**src/logic/pam_pkg.sv**
```systemverilog
// constants and types for the data area address decoder
package pam_pkg;
   localparam int WORD_BITS = 16;
   localparam int ADDR_BITS = 16;
   localparam logic [15:0] CORE_IO_BASE = 16'h0000;
   localparam logic [15:0] CORE_IO_LAST_WORD = 16'h09fb;
   localparam logic [15:0] TEMP_RELAY_ADDR = 16'h09ff;
   localparam logic [15:0] BUS_LINK_BASE = 16'h0a00;
   localparam logic [15:0] BUS_LINK_LAST = 16'h0aff;
   localparam logic [15:0] AUX_BASE = 16'h0b00;
   localparam logic [15:0] AUX_LAST = 16'h0cff;
   localparam logic [15:0] TRANS_BASE = 16'h0d00;
   localparam logic [15:0] TRANS_LAST_SMALL = 16'h0d1f;
   localparam logic [15:0] TRANS_LAST_LARGE = 16'h0d3f;
   localparam logic [15:0] STEP_BASE = 16'h0e00;
   localparam logic [15:0] STEP_LAST_SMALL = 16'h0e1f;
   localparam logic [15:0] STEP_LAST_LARGE = 16'h0e3f;
   localparam logic [15:0] TIM_DONE_BASE = 16'h0f00;
   localparam logic [15:0] CNT_DONE_BASE = 16'h0f80;
   localparam logic [15:0] TIM_PV_BASE = 16'h1000;
   localparam logic [15:0] CNT_PV_BASE = 16'h1800;
   localparam logic [15:0] DM_BASE = 16'h2000;
   localparam logic [15:0] DM_LAST_SMALL = 16'h3fff;
   localparam logic [15:0] DM_LAST_LARGE = 16'h7fff;
   localparam logic [15:0] EM_BASE = 16'h8000;
   localparam logic [15:0] EM_LAST = 16'h8ffd;
   localparam logic [15:0] CORE_IO_MAX_NUM = 16'd2555;
   localparam logic [15:0] BUS_LINK_MAX_NUM = 16'd255;
   localparam logic [15:0] AUX_MAX_NUM = 16'd511;
   localparam logic [15:0] SMALL_MAX_NUM = 16'd511;
   localparam logic [15:0] LARGE_MAX_NUM = 16'd1023;
   localparam logic [15:0] EM_MAX_NUM = 16'd32765;
   localparam logic [15:0] TEMP_RELAY_MAX = 16'd7;
   localparam logic [4:0] BIT_MAX = 5'd15;
   localparam logic [1:0] REG_MAX = 2'd2;

   // operand area selector
   typedef enum logic [3:0] {
      AREA_CORE_IO = 4'h0,
      AREA_TEMP_RELAY = 4'h1,
      AREA_BUS_LINK = 4'h2,
      AREA_AUX = 4'h3,
      AREA_TRANSITION = 4'h4,
      AREA_STEP = 4'h5,
      AREA_TIMER = 4'h6,
      AREA_COUNTER = 4'h7,
      AREA_DATA_MEM = 4'h8,
      AREA_EXT_MEM = 4'h9,
      AREA_INDEX_REG = 4'ha,
      AREA_DATA_REG = 4'hb,
      AREA_RAW_ADDR = 4'hc
   } pam_area_t;

   // error cause codes
   typedef enum logic [2:0] {
      ERR_NONE = 3'h0,
      ERR_RANGE = 3'h1,
      ERR_WORD_ONLY = 3'h2,
      ERR_BIT_ONLY = 3'h3,
      ERR_BIT_NUM = 3'h4,
      ERR_NO_EXT = 3'h5,
      ERR_AREA = 3'h6
   } pam_err_t;
endpackage
```
**src/logic/pam_addr_map.sv**
```systemverilog
// data area operand to memory address decoder with access checks
// How it works
// - core io words 0..2555 at 0000..09fb
// - eight temp relay bits at 09ff
// - bus link words 0..255 at 0a00
// - auxiliary words 0..511 at 0b00
// - transition flags from 0d00, model sized
// - step flags from 0e00, model sized
// - timer done flags 0f00, values 1000
// - counter done flags 0f80, values 1800
// - data memory from 2000, model sized
// - extended banks at 8000..8ffd when fitted
// - three index, three data registers
// - sixteen bit words, bit 00 lsb
// - word only areas reject bit operands
// - flag areas accept bit access only
// - io, link, aux allow both widths
// - bit number above 15 is invalid for io, link, aux and raw
// - status flags updated by device mostly
// - raw address reaches mapped regions only, gaps rejected
// - bit reads as numeric one or zero
module pam_addr_map #(
   parameter bit LARGE_MODEL = 1'b1,
   parameter int EXT_BANKS = 0
) (
   // clock and reset
   input wire logic clk,
   input wire logic nrst,
   // model straps
   input wire logic extFitted,
   // operand request
   input wire logic opValid,
   input wire logic [3:0] opArea,
   input wire logic opIsBit,
   input wire logic [15:0] opNumber,
   input wire logic [4:0] opBitNum,
   input wire logic [2:0] opBank,
   // bit value extraction and status flag write
   input wire logic [15:0] memWord,
   input wire logic userFlagWrite,
   input wire logic userFlagValue,
   input wire logic deviceFlagSet,
   input wire logic deviceFlagValue,
   // result
   output logic resValid,
   output logic [15:0] resAddr,
   output logic [3:0] resBit,
   output logic resIsBit,
   output logic [2:0] resBank,
   output logic resRegAccess,
   output logic [1:0] resRegNum,
   output logic resError,
   output logic [2:0] resErrCode,
   output logic [15:0] bitAsValue,
   output logic carryFlag
);
   initial begin
      if (EXT_BANKS != 0 && EXT_BANKS != 2 && EXT_BANKS != 4 && EXT_BANKS != 8) begin
         $error("EXT_BANKS must be 0, 2, 4 or 8");
      end
      if (EXT_BANKS != 0 && !LARGE_MODEL) begin
         $error("extended memory needs the large model");
      end
   end

   localparam logic [15:0] FLAG_MAX = LARGE_MODEL ? pam_pkg::LARGE_MAX_NUM : pam_pkg::SMALL_MAX_NUM;
   localparam logic [15:0] DM_LAST = LARGE_MODEL ? pam_pkg::DM_LAST_LARGE : pam_pkg::DM_LAST_SMALL;
   localparam logic [3:0] BANK_COUNT = 4'(EXT_BANKS);
   localparam logic [15:0] FLAG_WORDS = {4'h0, FLAG_MAX[15:4]};
   localparam logic [15:0] TRANS_LAST = LARGE_MODEL ? pam_pkg::TRANS_LAST_LARGE : pam_pkg::TRANS_LAST_SMALL;
   localparam logic [15:0] STEP_LAST = LARGE_MODEL ? pam_pkg::STEP_LAST_LARGE : pam_pkg::STEP_LAST_SMALL;

   typedef struct packed {
      logic valid;
      logic [15:0] addr;
      logic [3:0] bitNum;
      logic isBit;
      logic [2:0] bank;
      logic regAccess;
      logic [1:0] regNum;
      logic err;
      logic [2:0] errCode;
      logic [15:0] bitValue;
      logic carry;
   } pam_state_t;

   pam_state_t st_reg;
   pam_state_t st_next;
   // release synchroniser kept apart: it resets from the pin, the state from its output
   logic [1:0] rstSync_reg;
   logic rstN;
   assign rstN = rstSync_reg[1];

   logic [15:0] addr;
   logic wordOk;
   logic bitOk;
   logic inRange;
   logic isReg;
   logic [2:0] cause;
   logic [15:0] flagWord;
   logic hasBitField;

   // raw address regions of this model, extended memory last
   localparam int REGIONS = 12;
   localparam logic [15:0] REGION_LO [REGIONS] = '{
      pam_pkg::CORE_IO_BASE,
      pam_pkg::TEMP_RELAY_ADDR,
      pam_pkg::BUS_LINK_BASE,
      pam_pkg::AUX_BASE,
      pam_pkg::TRANS_BASE,
      pam_pkg::STEP_BASE,
      pam_pkg::TIM_DONE_BASE,
      pam_pkg::CNT_DONE_BASE,
      pam_pkg::TIM_PV_BASE,
      pam_pkg::CNT_PV_BASE,
      pam_pkg::DM_BASE,
      pam_pkg::EM_BASE
   };
   localparam logic [15:0] REGION_HI [REGIONS] = '{
      pam_pkg::CORE_IO_LAST_WORD,
      pam_pkg::TEMP_RELAY_ADDR,
      pam_pkg::BUS_LINK_LAST,
      pam_pkg::AUX_LAST,
      TRANS_LAST,
      STEP_LAST,
      pam_pkg::TIM_DONE_BASE + FLAG_WORDS,
      pam_pkg::CNT_DONE_BASE + FLAG_WORDS,
      pam_pkg::TIM_PV_BASE + FLAG_MAX,
      pam_pkg::CNT_PV_BASE + FLAG_MAX,
      DM_LAST,
      pam_pkg::EM_LAST
   };

   initial begin
      for (int r = 0; r < REGIONS; r++) begin
         if (REGION_LO[r] > REGION_HI[r]) begin
            $error("raw address region is empty");
         end
      end
   end

   logic [REGIONS-1:0] regionHit;
   for (genvar r = 0; r < REGIONS; r++) begin : g_region
      assign regionHit[r] = (opNumber >= REGION_LO[r]) && (opNumber <= REGION_HI[r]);
   end
   // gaps between regions answer with a range error rather than a stray word
   logic rawInRange;
   assign rawInRange = (|regionHit[REGIONS-2:0])
      || (regionHit[REGIONS-1] && extFitted && BANK_COUNT != 4'h0);

   always_comb begin
      addr = 16'h0000;
      wordOk = 1'b0;
      bitOk = 1'b0;
      inRange = 1'b0;
      isReg = 1'b0;
      hasBitField = 1'b0;
      flagWord = {4'h0, opNumber[15:4]};
      unique case (opArea)
         pam_pkg::AREA_CORE_IO: begin
            addr = pam_pkg::CORE_IO_BASE + opNumber;
            wordOk = 1'b1;
            bitOk = 1'b1;
            hasBitField = 1'b1;
            inRange = opNumber <= pam_pkg::CORE_IO_MAX_NUM;
         end
         pam_pkg::AREA_TEMP_RELAY: begin
            addr = pam_pkg::TEMP_RELAY_ADDR;
            bitOk = 1'b1;
            inRange = opNumber <= pam_pkg::TEMP_RELAY_MAX;
         end
         pam_pkg::AREA_BUS_LINK: begin
            addr = pam_pkg::BUS_LINK_BASE + opNumber;
            wordOk = 1'b1;
            bitOk = 1'b1;
            hasBitField = 1'b1;
            inRange = opNumber <= pam_pkg::BUS_LINK_MAX_NUM;
         end
         pam_pkg::AREA_AUX: begin
            addr = pam_pkg::AUX_BASE + opNumber;
            wordOk = 1'b1;
            bitOk = 1'b1;
            hasBitField = 1'b1;
            inRange = opNumber <= pam_pkg::AUX_MAX_NUM;
         end
         pam_pkg::AREA_TRANSITION: begin
            // sixteen flags pack into each word
            addr = pam_pkg::TRANS_BASE + flagWord;
            bitOk = 1'b1;
            inRange = opNumber <= FLAG_MAX;
         end
         pam_pkg::AREA_STEP: begin
            addr = pam_pkg::STEP_BASE + flagWord;
            bitOk = 1'b1;
            inRange = opNumber <= FLAG_MAX;
         end
         pam_pkg::AREA_TIMER: begin
            // same number names the value by word or the done flag by bit
            addr = opIsBit ? pam_pkg::TIM_DONE_BASE + flagWord : pam_pkg::TIM_PV_BASE + opNumber;
            wordOk = 1'b1;
            bitOk = 1'b1;
            inRange = opNumber <= FLAG_MAX;
         end
         pam_pkg::AREA_COUNTER: begin
            addr = opIsBit ? pam_pkg::CNT_DONE_BASE + flagWord : pam_pkg::CNT_PV_BASE + opNumber;
            wordOk = 1'b1;
            bitOk = 1'b1;
            inRange = opNumber <= FLAG_MAX;
         end
         pam_pkg::AREA_DATA_MEM: begin
            addr = pam_pkg::DM_BASE + opNumber;
            wordOk = 1'b1;
            inRange = opNumber <= DM_LAST - pam_pkg::DM_BASE;
         end
         pam_pkg::AREA_EXT_MEM: begin
            // bank is carried beside the address, the window repeats per bank
            addr = pam_pkg::EM_BASE + {4'h0, opNumber[11:0]};
            wordOk = 1'b1;
            inRange = opNumber <= pam_pkg::EM_MAX_NUM && opNumber <= pam_pkg::EM_LAST - pam_pkg::EM_BASE;
         end
         pam_pkg::AREA_INDEX_REG, pam_pkg::AREA_DATA_REG: begin
            isReg = 1'b1;
            wordOk = 1'b1;
            inRange = opNumber <= 16'(pam_pkg::REG_MAX);
         end
         pam_pkg::AREA_RAW_ADDR: begin
            addr = opNumber;
            wordOk = 1'b1;
            bitOk = 1'b1;
            hasBitField = 1'b1;
            inRange = rawInRange;
         end
         default: begin
            addr = 16'h0000;
         end
      endcase
   end

   logic extMissing;
   assign extMissing = (opArea == pam_pkg::AREA_EXT_MEM)
      && (!extFitted || BANK_COUNT == 4'h0 || {1'b0, opBank} >= BANK_COUNT);

   always_comb begin
      cause = pam_pkg::ERR_NONE;
      if (opArea > pam_pkg::AREA_RAW_ADDR) begin
         cause = pam_pkg::ERR_AREA;
      end else if (extMissing) begin
         cause = pam_pkg::ERR_NO_EXT;
      end else if (opIsBit && !bitOk) begin
         cause = pam_pkg::ERR_WORD_ONLY;
      end else if (!opIsBit && !wordOk) begin
         cause = pam_pkg::ERR_BIT_ONLY;
      end else if (opIsBit && hasBitField && opBitNum > pam_pkg::BIT_MAX) begin
         cause = pam_pkg::ERR_BIT_NUM;
      end else if (!inRange) begin
         cause = pam_pkg::ERR_RANGE;
      end
   end

   logic [3:0] bitSel;
   always_comb begin
      unique case (opArea)
         pam_pkg::AREA_TEMP_RELAY: bitSel = opNumber[3:0];
         pam_pkg::AREA_TRANSITION, pam_pkg::AREA_STEP, pam_pkg::AREA_TIMER, pam_pkg::AREA_COUNTER: begin
            bitSel = opNumber[3:0];
         end
         default: bitSel = opBitNum[3:0];
      endcase
   end

   always_comb begin
      st_next = st_reg;
      st_next.valid = opValid;
      if (opValid) begin
         st_next.addr = isReg ? 16'h0000 : addr;
         st_next.bitNum = opIsBit ? bitSel : 4'h0;
         st_next.isBit = opIsBit;
         st_next.bank = (opArea == pam_pkg::AREA_EXT_MEM) ? opBank : 3'h0;
         st_next.regAccess = isReg;
         st_next.regNum = isReg ? opNumber[1:0] : 2'h0;
         st_next.err = cause != pam_pkg::ERR_NONE;
         st_next.errCode = cause;
      end
      // extracted bit reads as numeric 0 or 1 on the word selected last
      st_next.bitValue = {15'h0000, memWord[st_reg.bitNum]};
      // device update wins, user may also write the carry
      if (deviceFlagSet) begin
         st_next.carry = deviceFlagValue;
      end else if (userFlagWrite) begin
         st_next.carry = userFlagValue;
      end
   end

   always_ff @(posedge clk or negedge nrst) begin
      if (!nrst) begin
         rstSync_reg <= 2'b00;
      end else begin
         rstSync_reg <= {rstSync_reg[0], 1'b1};
      end
   end

   always_ff @(posedge clk or negedge rstN) begin
      if (!rstN) begin
         st_reg.valid <= 1'b0;
         st_reg.addr <= 16'h0000;
         st_reg.bitNum <= 4'h0;
         st_reg.isBit <= 1'b0;
         st_reg.bank <= 3'h0;
         st_reg.regAccess <= 1'b0;
         st_reg.regNum <= 2'h0;
         st_reg.err <= 1'b0;
         st_reg.errCode <= 3'h0;
         st_reg.bitValue <= 16'h0000;
         st_reg.carry <= 1'b0;
      end else begin
         st_reg.valid <= st_next.valid;
         st_reg.addr <= st_next.addr;
         st_reg.bitNum <= st_next.bitNum;
         st_reg.isBit <= st_next.isBit;
         st_reg.bank <= st_next.bank;
         st_reg.regAccess <= st_next.regAccess;
         st_reg.regNum <= st_next.regNum;
         st_reg.err <= st_next.err;
         st_reg.errCode <= st_next.errCode;
         st_reg.bitValue <= st_next.bitValue;
         st_reg.carry <= st_next.carry;
      end
   end

   assign resValid = st_reg.valid;
   assign resAddr = st_reg.addr;
   assign resBit = st_reg.bitNum;
   assign resIsBit = st_reg.isBit;
   assign resBank = st_reg.bank;
   assign resRegAccess = st_reg.regAccess;
   assign resRegNum = st_reg.regNum;
   assign resError = st_reg.err;
   assign resErrCode = st_reg.errCode;
   assign bitAsValue = st_reg.bitValue;
   assign carryFlag = st_reg.carry;
endmodule

```
**config.mk**
```make
export PLATFORM = sky130hd
export DESIGN_NAME = pam_addr_map
export DESIGN_NICKNAME = d
export VERILOG_FILES = /design/src/logic/pam_pkg.sv /design/src/logic/pam_addr_map.sv
export SDC_FILE = /design/constraint.sdc
export NUM_CORES = 1
export LEC_CHECK = 0
export ABC_AREA = 1
export BUFFER_PORTS_ARGS = -buffer_cell sky130_fd_sc_hd__buf_2
export CORE_ASPECT_RATIO = 0.7
export CORE_MARGIN = 3
export CORE_UTILIZATION = 40
export DETAILED_ROUTE_END_ITERATION = 8
export PLACE_DENSITY = 0.66
export SLEW_MARGIN = 20
export SYNTH_ARGS = -nofsm -noshare
export SYNTH_HDL_FRONTEND = slang
export SYNTH_SLANG_ARGS = --single-unit
```
**constraint.sdc**
```tcl
create_clock -name clk -period 1.3 [get_ports clk]
set_input_delay 0.13 -clock clk [delete_from_list [all_inputs] [get_ports clk]]
set_output_delay 0.13 -clock clk [all_outputs]
set_load 0.05 [all_outputs]
```
=== Word-level counts from Yosys, hierarchy flattened ===
Index checks and enable logic that the tools add are counted.

* Register bits after elaboration: 36
* Input port bits: 53
* Output and inout bits: 49
* Logic and storage cells: 120

* $add $sub $neg: 10
* $lt $le $gt $ge: 33
* Equal/unequal tests: 12
* Mux-type cells: 23
* Reductions and logical operators: 30

{| class="wikitable"
|+ Operators with widths
! operator !! number
|-
| $pmux 16 s10 || 1
|-
| $le 16x12->1 const B || 9
|-
| $ge 16x12->1 const B || 7
|-
| $add 12x12->13 const A || 4
|-
| $le 16x15->1 const B || 3
|-
| $mux 16 || 3
|-
| $add 12x16->16 const A || 2
|-
| $add 13x16->16 const A || 2
|-
| $ge 16x13->1 const B || 2
|-
| $le 16x13->1 const B || 2
|-
| $eq 4x4->1 const B || 5
|-
| $mux 3 || 6
|-
| $add 14x16->16 const A || 1
|-
| $add 16x12->16 const A || 1
|-
| $eq 4x3->1 const B || 4
|-
| $ge 16x1->1 const B || 1
|-
| $ge 16x14->1 const B || 1
|-
| $le 16x10->1 const B || 1
|-
| $le 16x2->1 const B || 1
|-
| $le 16x3->1 const B || 1
|-
| $le 16x8->1 const B || 1
|-
| $le 16x9->1 const B || 1
|-
| $logic_and 1x1->1 || 16
|-
| $reduce_or 11->1 || 1
|-
| 19 further kinds || 32
|}

=== Depth between registers and ports, before layout ===
* Depth in word-level cells: 11
* Mapped depth: 19
* Depth with buffers taken out: 19

=== Least setup slack after synthesis ===
No wires, ideal clock.

* Kind: input to register
* Start point: in opNumber[12]
* End point: reg st_reg, in the netlist resError
* Setup time: 73 ps
* Arrival time: 1712 ps
* Required time: 1227 ps
* Setup slack: -486 ps
* Stages on the path: 19
* Buffers on the path: 1
* Cell sequence: inv_1 ha_1 nand2_4 nor2_4 buf_6 nand3_1 nand2_1 nand2_1 nand2_1 inv_1 nor2_1 nand3_1 nand2_1 nand2_1 nand2_1 nand2_1 nand2_1 nand2_2 a21oi_2

* Cells in the longest elaborated chain, start to end: 11
* Elaborated cells on any way between the ends: 51
* Those cells by class: 30 x order compare; 7 x mux; 14 x reduce/logical

{| class="wikitable"
|+ Ends and longest elaborated chain
! item !! line !! source
|-
| start: declaration || pam_addr_map.sv:35 || <nowiki>input wire logic [15:0] opNumber,</nowiki>
|-
| $ge 16x1->1 (tied with other cells) || pam_addr_map.sv:144 || <nowiki>assign regionHit[r] = (opNumber >= REGION_LO[r]) && (opNumber <= REGION_HI[r]);</nowiki>
|-
| $logic_and 1x1->1 || pam_addr_map.sv:144 ||
|-
| $reduce_or 11->1 || pam_addr_map.sv:148 || <nowiki>assign rawInRange = (|regionHit[REGIONS-2:0])</nowiki>
|-
| $pmux 1 s9 * || pam_addr_map.sv:159 || <nowiki>unique case (opArea)</nowiki>
|-
| $mux 1 * || pam_addr_map.sv:255 || <nowiki>end else if (!inRange) begin</nowiki>
|-
| $mux 3 * || pam_addr_map.sv:253 || <nowiki>end else if (opIsBit && hasBitField && opBitNum > pam_pkg::BIT_MAX) begin</nowiki>
|-
| $mux 3 * || pam_addr_map.sv:251 || <nowiki>end else if (!opIsBit && !wordOk) begin</nowiki>
|-
| $mux 3 * || pam_addr_map.sv:249 || <nowiki>end else if (opIsBit && !bitOk) begin</nowiki>
|-
| $mux 3 * || pam_addr_map.sv:247 || <nowiki>end else if (extMissing) begin</nowiki>
|-
| $mux 3 * || pam_addr_map.sv:245 || <nowiki>if (opArea > pam_pkg::AREA_RAW_ADDR) begin</nowiki>
|-
| $reduce_bool 3->1 * || pam_addr_map.sv:281 || <nowiki>st_next.err = cause != pam_pkg::ERR_NONE;</nowiki>
|-
| end: declaration || pam_addr_map.sv:87 || <nowiki>pam_state_t st_reg;</nowiki>
|}

Every way passes the cells marked *; elsewhere a longest branch is shown, timed or not.
A chain may end at the register's enable or synchronous reset.

=== Worst setup path in the final report ===
Ends and elaborated chain as after synthesis.

==> results.ini <==
[run_status]
run_status = finished with violations
failing_checks = setup timing

[timing]
finalHoldViolations = 0
clock_skew_ps = 2.937
unrepaired_setup_endpoints_after_global_routing = true
finalCriticalPeriod_ps = 1734
setup_ws_ps = -433.6
setup_viol = 9
timing.fmax_ghz = 0.5768
final.period_utilization = 1.334
count_of_pins_over_their_slew_limit = 0
smallest_hold_slack_ps = 60.03

[critical_path]
critical_path.startpoint_type = input port
worst_ep_required_time_ps = 1510
crit_path_end_kind = flop
critPathKind = input port to flop
r2r_setup_slack_ps = 30
crit-reg2reg-capture = bitAsValue[0]
regToRegStartpoint = resBit[0]
cp_max_fo = 8
crit_end = resError
worst_r2r_path_depth = 5
timing.critical_path.arrival_ps = 1950
critical_path.startpoint = opNumber[12]

[global_routing]
grt_usage = 0.2764
grt_pass1_wl_um = 23540
global_route.overflow_total = 0
grt_start_max_net_pins = 24
grt_antenna_before_repair = 0
vias_in_the_first_global_route = 4668

[final_layout]
fin_area_um2 = 6120
largest_register_ff_count = 16
final_cell_count_no_fill = 952
final_layout_size_suffix_gt1_frac = 0.4420
num_antenna_cells = 0
mostFrequentLayoutCells = nand2_1 (160), buf_4 (140), buf_2 (81)
area_delta_synth_final_pct = 60.99
mostFrequentLayoutCell = nand2_1
finish.net_count = 901

[logic_synthesis]
synth.ff_latch_count = 36
yosys.cell_types.count = 45
syn-instance-count = 596
synth_warnings = 0
syn-mean-instance-area_um2 = 6.378
synth_seq_area_share = 0.2370
post_synth_instance_area_um2 = 3801

[place]
dpl-instance-area_um2 = 5333
dp_slack_ps = -749.7
numPortBuffers = 85
dp_cells = 921
place_hpwl_um = 11820
gp_routability_congestion = 0.9896

[die]
dieHeight_um = 87.56
die_w_um = 122.5
initial_utilization = 0.4157
fp.dieArea_um2 = 10730
ports = 102
fp-row-count = 29
core_region_area_um2 = 9144

[detailed_routing]
avgRoutedWirePerCell_um = 16.20
route.antenna.remaining_nets = 0
drt_first_pass_iters = 5
drt-initial-drc-count = 483
detail_route.drc_violations = 0
num_vias = 5042
drt_wl_total_um = 15420
routed_via_density = 5.296

[clock_network]
insertion_delay_ps = 280
clock_path_buffers = 2
tritoncts = yes
cts_sinks = 36
clk_pin_slew_worst_setup_hold_paths_ps = 50
cts_root_buffer = clkbuf_16
h-tree-depth = 2
numCtsBuffers = 5

[power_and_ir_drop]
power.ir.vdd_worst_mv = 0.8930
static_leakage_power_nw = 3.097
p_clk_frac = 0.283
combPwrFrac = 0.443
p_sw_frac = 0.3935
internal_power_mw = 2.903
p_seq_frac = 0.273
power.density_nw_per_um2 = 782.3
total_switching_power_mw = 1.884

[job]
maxCapViolCount = 0

[worst_hold_path]
min-delay-start = deviceFlagSet
timing.hold.worst.class = input port to flop

[final cells by class]
type / instances / area [um2]
Sequential cell: 36 / 903.4
Clock inverter: 2 / 35.03
Inverter: 68 / 295.3
Fill cell: 775 / 3024
Clock buffer: 6 / 128.9
Timing Repair Buffer: 239 / 1679
Multi-Input combinational cell: 477 / 2923
Tap cell: 124 / 155.1
[synth_stat cells (all sizes together)]
| cell type | count | area share |
|---|---|---|
| nand2 | 181 | 0.19 |
| nor2 | 91 | 0.11 |
| inv | 66 | 0.068 |
| o21ai | 44 | 0.060 |
| dfrtp | 36 | 0.24 |
| nand3 | 31 | 0.044 |
| a21oi | 29 | 0.040 |
| buf | 23 | 0.046 |
| ha | 21 | 0.069 |
| nor3 | 11 | 0.020 |
| o221ai | 9 | 0.021 |
| clkbuf | 6 | 0.0059 |
| o2111ai | 5 | 0.012 |
| o211ai | 5 | 0.0099 |
| nand4 | 4 | 0.0066 |
| o31ai | 4 | 0.0079 |
| xnor2 | 4 | 0.0092 |
| xor2 | 4 | 0.0092 |
| a221oi | 3 | 0.0069 |
| o32ai | 3 | 0.0069 |
| a22oi | 2 | 0.0039 |
| clkinv | 2 | 0.0020 |
| conb | 2 | 0.0020 |
| mux2i | 2 | 0.0053 |
| o21a | 2 | 0.0039 |
| o22ai | 2 | 0.0033 |
| a211oi | 1 | 0.0020 |
| nand3b | 1 | 0.0020 |
| o2bb2ai | 1 | 0.0023 |
| or2 | 1 | 0.0016 |
[timing repair]
action                                 CTS  global route
endpoints found under the hold margin    2             0
pin swaps                               28            44
hold buffers                             1             0
setup endpoints to repair               10            22
resized for setup                       53            71
setup buffers                           10            15
[critical path, stage by stage]
cell and delay [ps]:
buf_8 100, clkinvlp_4 170, ha_4 210, nand2_4 60, nor2_4 240, nand3_2 100, nand2_1 90, nand2_1 80
nand2_1 60, inv_1 30, nor2_1 100, nand3_2 100, nand2_2 80, nand2_2 60, nand2_1 50, nand2_1 50
nand2_1 60, nand2_2 70, a21oi_2 110
[cell families (layout without fill, tap and decap cells)]
kind of cell	count (synthesis)	count (layout)	share of synthesized area
flops	36	36	0.2370
mux	2	2	0.005267
buf+inv	97	315	0.1221
other cells	2	16	0.001976
simple gates	320	320	0.3667
xor+xnor	8	8	0.01843
compound gates	110	110	0.1794
fa+ha+maj	21	21	0.06912
[worst min-delay path by stage]
stage | to | depth (start not counted)
global route | carryFlag | 2
floorplan | rstSync_reg[0] | 0
CTS | carryFlag | 2
finish | carryFlag | 2
global placement | rstSync_reg[1] | 1
detailed placement | rstSync_reg[1] | 1
[through the flow]
stage / setup TNS, ps / total power [mW] / utilization
final: -1915 / 4.787 / 0.6693
after global routing: -3000 / 5.024 / 0.6693
after CTS: -1596 / 4.633 / 0.6310
after detailed placement: -8326 / 3.168 / 0.5832
after global placement: -8018 / 3.151 / 0.5832
after floorplan: -802.0 / 2.484 / -
[layer usage]
metal  global-route usage  share of wire
met1               0.4180           0.46
met2               0.4167           0.44
met3              0.04648          0.086
met4              0.05285          0.015
met5                    0              0
[power groups by stage]
| stage | Sequential [mW] | Clock, mW | Combinational, mW |
|---|---|---|---|
| after CTS | 1.31 | 1.38 | 1.94 |
| after detailed placement | 1.33 | 0 | 1.84 |
| after global routing | 1.32 | 1.44 | 2.26 |
| final | 1.31 | 1.36 | 2.12 |
| after global placement | 1.32 | 0 | 1.83 |
| after floorplan | 1.71 | 0 | 0.770 |
Note: power is estimated with default switching activity, not from simulation.
